[src/rtl/secl_pkg.sv]
// Package for the event-change latch of the four-port video switch.
// Assumes one core clock; register reads arrive from a local slave port.
package secl_pkg;

	// ==========================================================
	// Register map
	localparam logic [7:0] SECL_OFS_PORT_STATUS = 8'h01;
	localparam logic [7:0] SECL_OFS_RSVD_SLOT = 8'h06;
	localparam logic [7:0] SECL_OFS_EVENT_LATCH = 8'h07;

	// ==========================================================
	// Event latch field positions
	localparam int SECL_BIT_PORT_SEL = 5;
	localparam int SECL_BIT_CLK_DET = 4;
	localparam int SECL_BIT_SUPPLY_HI = 3;
	localparam int SECL_BIT_SUPPLY_LO = 0;
	localparam int SECL_NUM_PORTS = 4;

	// ==========================================================
	// Reset values
	localparam logic [7:0] SECL_EVENT_LATCH_RST = 8'h00;
	localparam logic [5:0] SECL_FLAGS_RST = 6'h00;
	// Arbitrary value returned by the reserved slot
	localparam logic [7:0] SECL_RSVD_SLOT_VALUE = 8'h00;

	// ==========================================================
	// Timing
	// Enabled edges before deltas count: two sync stages, one baseline
	localparam logic [1:0] SECL_PRIME_DONE = 2'h3;

	// ==========================================================
	// Carriers
	typedef struct packed {
		logic [1:0] port_sel;
		logic clk_detect;
		logic [SECL_NUM_PORTS-1:0] port_supply_sense;
	} secl_status_type;

	typedef struct packed {
		logic rd;
		logic wr;
		logic [7:0] addr;
		logic [7:0] wdata;
	} secl_req_type;

endpackage

[src/rtl/secl_event_latch.sv]
// Event-change latch of a four-port video switch, with its reserved slot.
// Assumes register requests come from the local slave on core_clk and
// that pin-level sense inputs are asynchronous to it.
//
// Behaviour
// - Offset vendor_reserved_slot read-only, value not guaranteed
// - Bit 5 flags active port change
// - Bit 4 flags active port clock-detect change
// - Bits 3:0 flag port supply-sense changes
// - Offset event_change_latch read-only, captured on interrupt rise
// - Reading 0x01 clears interrupt and latch
// - Latch keeps updating while 0x01 unread
// - All change flags reset to zero
`timescale 1ns/1ps

module secl_event_latch
	import secl_pkg::*;
#(
	parameter int NUM_PORTS = SECL_NUM_PORTS
)
(
	input wire logic core_clk,
	input wire logic resetn,
	input wire logic clk_en,
	input wire secl_status_type status_in,
	input wire secl_req_type req,
	output logic [7:0] rdata,
	output logic rvalid,
	output logic rhit,
	output logic irq
);

	// ==========================================================
	// Change detection helper
	function automatic logic [NUM_PORTS+1:0] secl_changed(
		input logic [NUM_PORTS+1:0] now_v,
		input logic [NUM_PORTS+1:0] was_v
	);
		secl_changed = now_v ^ was_v;
	endfunction

	// ==========================================================
	// Pin synchronisers for clock detect and supply sense
	logic [NUM_PORTS:0] sync1_q;
	logic [NUM_PORTS:0] sync1_d;
	logic [NUM_PORTS:0] sync2_q;
	logic [NUM_PORTS:0] sync2_d;

	always_comb
	begin
		sync1_d = sync1_q;
		sync2_d = sync2_q;
		if (clk_en)
		begin
			sync1_d = {status_in.clk_detect, status_in.port_supply_sense};
			sync2_d = sync1_q;
		end
	end

	always_ff @(posedge core_clk or negedge resetn)
	begin
		if (!resetn)
		begin
			sync1_q <= '0;
			sync2_q <= '0;
		end
		else
		begin
			sync1_q <= sync1_d;
			sync2_q <= sync2_d;
		end
	end

	// ==========================================================
	// Change flags and interrupt
	// Vector order matches latch bits 5:0.
	logic [NUM_PORTS+1:0] now_v;
	logic [NUM_PORTS+1:0] prev_q;
	logic [NUM_PORTS+1:0] prev_d;
	logic [NUM_PORTS+1:0] flags_q;
	logic [NUM_PORTS+1:0] flags_d;
	logic [NUM_PORTS+1:0] delta;
	logic [1:0] prev_sel_q;
	logic [1:0] prev_sel_d;
	logic [1:0] prime_q;
	logic [1:0] prime_d;
	logic prime_done;
	logic irq_q;
	logic irq_d;
	logic status_read;

	assign status_read = req.rd && (req.addr == SECL_OFS_PORT_STATUS);
	assign prime_done = (prime_q == SECL_PRIME_DONE);

	always_comb
	begin
		now_v = '0;
		now_v[SECL_BIT_CLK_DET] = sync2_q[NUM_PORTS];
		now_v[SECL_BIT_SUPPLY_HI:SECL_BIT_SUPPLY_LO] =
			sync2_q[NUM_PORTS-1:0];
		delta = '0;
		prev_d = prev_q;
		prev_sel_d = prev_sel_q;
		prime_d = prime_q;
		flags_d = flags_q;
		irq_d = irq_q;
		if (clk_en)
		begin
			// Deltas wait until the syncs hold real pin samples, so a
			// pin already high at reset never reads as a change
			if (prime_done)
			begin
				delta = secl_changed(now_v, prev_q);
				delta[SECL_BIT_PORT_SEL] =
					(status_in.port_sel != prev_sel_q);
			end
			delta[SECL_BIT_CLK_DET] =
				delta[SECL_BIT_CLK_DET] & prime_done;
			prev_d = now_v;
			prev_sel_d = status_in.port_sel;
			if (!prime_done)
				prime_d = prime_q + 2'h1;
			// New events win over a clear in the same cycle
			if (status_read)
				flags_d = delta;
			else
				flags_d = flags_q | delta;
			irq_d = |flags_d;
		end
	end

	always_ff @(posedge core_clk or negedge resetn)
	begin
		if (!resetn)
		begin
			prev_q <= '0;
			prev_sel_q <= 2'h0;
			prime_q <= 2'h0;
			flags_q <= SECL_FLAGS_RST;
			irq_q <= 1'b0;
		end
		else
		begin
			prev_q <= prev_d;
			prev_sel_q <= prev_sel_d;
			prime_q <= prime_d;
			flags_q <= flags_d;
			irq_q <= irq_d;
		end
	end

	assign irq = irq_q;

	// ==========================================================
	// Event latch register
	// Captured on the interrupt's rise and refreshed on every later
	// event while it stays high; cleared with the interrupt.
	logic [7:0] latch_q;
	logic [7:0] latch_d;

	always_comb
	begin
		latch_d = latch_q;
		if (clk_en)
		begin
			if (irq_d && (!irq_q || (|delta)))
				latch_d = {2'b00, flags_d};
			else if (!irq_d)
				latch_d = SECL_EVENT_LATCH_RST;
		end
	end

	always_ff @(posedge core_clk or negedge resetn)
	begin
		if (!resetn)
			latch_q <= SECL_EVENT_LATCH_RST;
		else
			latch_q <= latch_d;
	end

	// ==========================================================
	// Read port
	// Writes are never decoded: both slots are read-only.
	logic [7:0] rdata_q;
	logic [7:0] rdata_d;
	logic rvalid_q;
	logic rvalid_d;
	logic rhit_q;
	logic rhit_d;

	always_comb
	begin
		rdata_d = rdata_q;
		rvalid_d = rvalid_q;
		rhit_d = rhit_q;
		if (clk_en)
		begin
			rvalid_d = req.rd;
			rhit_d = 1'b0;
			if (req.rd)
			begin
				if (req.addr == SECL_OFS_EVENT_LATCH)
				begin
					rdata_d = latch_q;
					rhit_d = 1'b1;
				end
				else if (req.addr == SECL_OFS_RSVD_SLOT)
				begin
					rdata_d = SECL_RSVD_SLOT_VALUE;
					rhit_d = 1'b1;
				end
				else
					rdata_d = 8'h00;
			end
		end
	end

	always_ff @(posedge core_clk or negedge resetn)
	begin
		if (!resetn)
		begin
			rdata_q <= 8'h00;
			rvalid_q <= 1'b0;
			rhit_q <= 1'b0;
		end
		else
		begin
			rdata_q <= rdata_d;
			rvalid_q <= rvalid_d;
			rhit_q <= rhit_d;
		end
	end

	assign rdata = rdata_q;
	assign rvalid = rvalid_q;
	assign rhit = rhit_q;

endmodule // secl_event_latch

[config.mk]
export PLATFORM = sky130hd
export DESIGN_NAME = secl_event_latch
export DESIGN_NICKNAME = d
export VERILOG_FILES = /design/src/rtl/secl_pkg.sv /design/src/rtl/secl_event_latch.sv
export SDC_FILE = /design/constraint.sdc
export NUM_CORES = 1
export LEC_CHECK = 0
export BUFFER_PORTS_ARGS = -buffer_cell sky130_fd_sc_hd__buf_2
export CAP_MARGIN = 15
export CORE_AREA = 2 2 81 83
export CTS_BUF_LIST = sky130_fd_sc_hd__clkbuf_8
export CTS_CLUSTER_DIAMETER = 40
export DETAILED_ROUTE_END_ITERATION = 10
export DIE_AREA = 0 0 83 85
export SYNTH_ARGS = -nofsm -noshare
export SYNTH_HDL_FRONTEND = slang
export SYNTH_SLANG_ARGS = --single-unit
[constraint.sdc]
create_clock -name core_clk -period 2.69 [get_ports core_clk]
set_clock_uncertainty 0.15 [all_clocks]
set_input_delay 0.538 -clock core_clk [delete_from_list [all_inputs] [get_ports core_clk]]
set_output_delay 0.538 -clock core_clk [all_outputs]
set_load 0.05 [all_outputs]
* Word-level counts from Yosys, hierarchy flattened *
Cells that the tools add are included.

storage, ports and cells
  latch bits = 0
  memory bits (read-only) = 0
  output and inout bits = 11
  bits of input ports = 28
  logic and storage cells = 44
  bits in writable memories = 0
  bits in registers = 44
  memories = 0

operators by class
  multiply operators = 0
  shift-type cells = 0
  reduce and logical (&&, ||, !) cells = 9
  equality and inequality tests = 6
  bitwise operators = 4
  magnitude comparators = 0
  divide/modulo/power cells = 0
  $add $sub $neg = 1
  multiplexer cells = 13

operators with widths
  kind                   count
  $mux W6                6
  $mux W8                3
  $eq A8 B3 Y1 const B   2
  $reduce_or A6 Y1       2
  $eq A8 B1 Y1 const B   1
  $or A6 B6 Y6           1
  $reduce_and A2 Y1      3
  $xor A5 B5 Y5          1
  $mux W1                4
  $add A2 B1 Y2 const B  1
  $eq A2 B2 Y1 const B   1
  $logic_and A1 B1 Y1    2
  $ne A2 B1 Y1 const B   1
  $ne A2 B2 Y1           1
  $and A1 B1 Y1          1
  $logic_not A1 Y1       1
  $logic_or A1 B1 Y1     1
  $not A1 Y1             1

* Depth between registers and ports, before layout *
  word-level depth = 12
  gate-level depth with buffers = 6
  mapped depth without buffers = 5

* Least setup slack after synthesis *
Ideal clock, no wire load.

  path kind = input port to flip-flop
  from = input port req[11] (netlist name)
  to = register latch_q[3]
  arrival = 1.608 ns
  library setup time = 0.132 ns
  stages = 6
  data required time = 2.408 ns
  setup slack = 0.800 ns
  cells stage by stage = nor4_4 > nand3_2 > or4_1 > buf_2 > nand2_1 > a311oi_1

on the way
  cells in the longest elaborated chain, start to end = 9

ends and longest elaborated chain
  item                         line                     source
  start: declaration           secl_event_latch.sv:26   input wire secl_req_type req,
  $eq A8 B1 Y1 *               secl_event_latch.sv:92   assign status_read = req.rd && (req.addr == SECL_OFS_PORT_STATUS);
  $logic_and A1 B1 Y1 *        secl_event_latch.sv:92
  $mux W6 *                    secl_event_latch.sv:124  if (status_read)
  $mux W6 *                    secl_event_latch.sv:107  if (clk_en)
  $reduce_or A6 Y1             secl_event_latch.sv:128  irq_d = |flags_d;
  $mux W1                      secl_event_latch.sv:107
  $logic_and A1 B1 Y1          secl_event_latch.sv:166  if (irq_d && (!irq_q || (|delta)))
  $ne A2 B1 Y1 (no line)       --
  $reduce_and A2 Y1 (no line)  --
  end signal: assignment       secl_event_latch.sv:178  latch_q <= latch_d;
  end: declaration             secl_event_latch.sv:158  logic [7:0] latch_q;

Every way passes the cells marked *; elsewhere a longest branch is shown, timed or not. The select of a mux whose other input is x is not followed.
A chain may end at the register's enable or synchronous reset.

* Worst setup path after layout *
  from = input port req[11] (netlist name)
  to = register latch_q[2]

The elaborated chain is that of the path after synthesis.

==> metrics.cfg <==
[status]
outcome = finished clean

[worst_setup_path]
crit_fanout = 6
crit_arrival_ps = 1850
cp-start-kind = primary input
criticalPathCategory = primary input to flip-flop
cp_cell_sequence = buf_2, nor4_4, nand3_2, or4_1, nand2_1, a311oi_1
crit_slowest_cell = or4_1
end_kind = flip-flop
cp_slowest_stage_delay_ps = 530
crit_required_ps = 2710
reg2regPathDepth = 4

[clock_network]
clockBufferDepth = 2
cts_setup_buffers = 0
cts_tree = yes
cts_made_buffers = 5
cts.sinks = 40
cts_resized = 0
cts_max_level = 2
clk_pin_slew_worst_paths_ps = 80
cts_hold_buf = 0
clock_insertion_delay_worst_skew_ps = 290
cts_root_buf = clkbuf_8

[place]
gp_congestion = 0.737
portBuffers = 27
hpwl_um = 2170

[die]
start_util_pct = 28.1
row_count = 29
die_y_um = 85
die_area_um2 = 7060
core_area_um2 = 6200
io_pins = 39
fp.dieW_um = 83

[grt]
grt_antenna_before_repair = 0
busiest_layer = met2
first_global_vias = 1160
met3_usage_pct = 3.31
grt_max_degree = 41
use_met1_pct = 11.7
grt-ovfl-total = 0
grt_use_met2_pct = 14.5
grt_pass1_wl_um = 5330
grt_usage_pct = 9.49

[routing]
drt_wl_total_um = 2940
via_per_inst = 4.58
drc = 0
drt_pre_antenna_iters = 4
vias = 1150
drt_iter0_drc = 37
wire_per_inst_um = 11.7
postRouteAntennaNets = 0

[layout]
nFillCells = 641
drive_above_1_share_pct = 32.8
diodes = 0
final_cell_mix = 40 x dfrtp_1, 27 x buf_2, 18 x mux2_2, 16 x nand2_1, 8 x o21ai_0
area_delta_synth_final_pct = 18.0
layout_commonest_cell = dfrtp_1
nets = 202

[synthesis]
synthCells = 144
synth_ff_type = dfrtp_1
async_flop_share_pct = 100
avgSynthCellArea_um2 = 12.1
ys_ff_latch = 40
synth_edf_count = 0
synth_area_leader_cell = dfrtp_1
synth_warnings = 0
yosysSeqAreaShare_pct = 57.3
synthTopCellsByArea = dfrtp_1 57%, mux2_2 12%, xor2_1 3.5%
synthDistinctLibCells = 28
syn_area_um2 = 1750
synth.top_cell.area_share_pct = 57.3

[sta]
rsz0062_at_grt = false
finalHoldViolCount = 0
setup_tns_ps = 0
post-route-period-util_pct = 67.8
fmaxAchievable_mhz = 549
relSlewSlack_pct = 42.9
finalMaxSlewViolations = 0
min_period_ps = 1820
setup_viol = 0
worst_pin_slew_ps = 857
hold_slack_ps = 201

[pwr]
p_leak_nw = 0.911
powerDensity_nw_per_um2 = 799
fin_total_pwr_w = 0.00165
ir_drop_v = 0.000302

[hold_path]
hold_class = primary input to async pin

[job]
maxCapViolCount = 0

## where the power goes
part           internal [W]  switching [W]  leakage, nW
Combinational      0.000162       0.000192        0.396
Sequential         0.000733      0.0000819        0.455
Clock              0.000271       0.000205       0.0593
Total               0.00117       0.000479        0.911
## synth_stat cells (2+ instances only)
master / count
a21oi_1: 2
a22o_1: 6
a311oi_1: 6
buf_2: 2
buf_4: 3
clkbuf_1: 3
dfrtp_1: 40
inv_1: 3
mux2_2: 18
nand2_1: 16
nand3_1: 2
nor2_1: 7
nor3_1: 2
nor4_1: 2
o21ai_0: 8
or4_1: 2
xnor2_1: 5
xor2_1: 7
## metrics by stage
| stage | setup WS [ps] | instances | util [%] | cell area, µm² |
|---|---|---|---|---|
| global placement | 565 | 243 | 31.5 | 1950 |
| floorplan | 800 | 145 | - | 1750 |
| CTS | 861 | 251 | 33.2 | 2060 |
| global route | 750 | 251 | 33.2 | 2060 |
| finish | 867 | 251 | 33.2 | 2060 |
| detailed placement | 545 | 243 | 31.5 | 1950 |
## metal layers
| layer | vias up | wire length, µm |
|---|---|---|
| li1 | 569 | - |
| met1 | 542 | 1330 |
| met2 | 34 | 1380 |
| met3 | 5 | 170 |
| met4 | 0 | 61 |
| met5 | - | 0 |
## final cells by class
type	count	area [µm²]	area share, %
flip-flops and latches	40	1000	48.6
inverters	3	11.3	0.547
well taps	77	96.3	4.68
multi-input cells	94	693	33.7
repair buffers	29	150	7.29
clock inverters	3	38.8	1.88
clock buffers	5	68.8	3.34
## kinds of logic after synthesis
kind of cell	after synthesis	share of synthesized area, %
flops	40	57.3
simple gates	37	10.9
compound gates	24	10.0
mux	18	11.6
xor+xnor	12	6.02
buf+inv	11	3.15
fa+ha+maj	1	0.717
other cells	1	0.215
## critical path: cells and delay by family
family                 cells  cell delay [ps]
AOI/OAI and AO/OA          1               90
buffers and inverters      1              110
and+or+nand+nor            4             1110
## final timing paths
check                             startpoint    endpoint  slack (ps)
max in group asynchronous             resetn   prev_q[0]        1650
min in group core_clk           status_in[1]  sync1_q[1]         320
worst max register to register    flags_q[0]  latch_q[4]         910
worst min-delay path                  resetn        rhit         200
worst min register to register    prime_q[0]  prime_q[0]         340
worst max-delay path                 req[11]  latch_q[2]         870
## registers in the layout (all words and copies together), names as in the netlist, 2 cells and up
| register | flops |
|---|---|
| flags_q | 6 |
| latch_q | 6 |
| prev_q | 5 |
| prev_sel_q | 2 |
| prime_q | 2 |
| rdata | 6 |
| sync1_q | 5 |
| sync2_q | 5 |
Power figures use the tool's default switching activity.
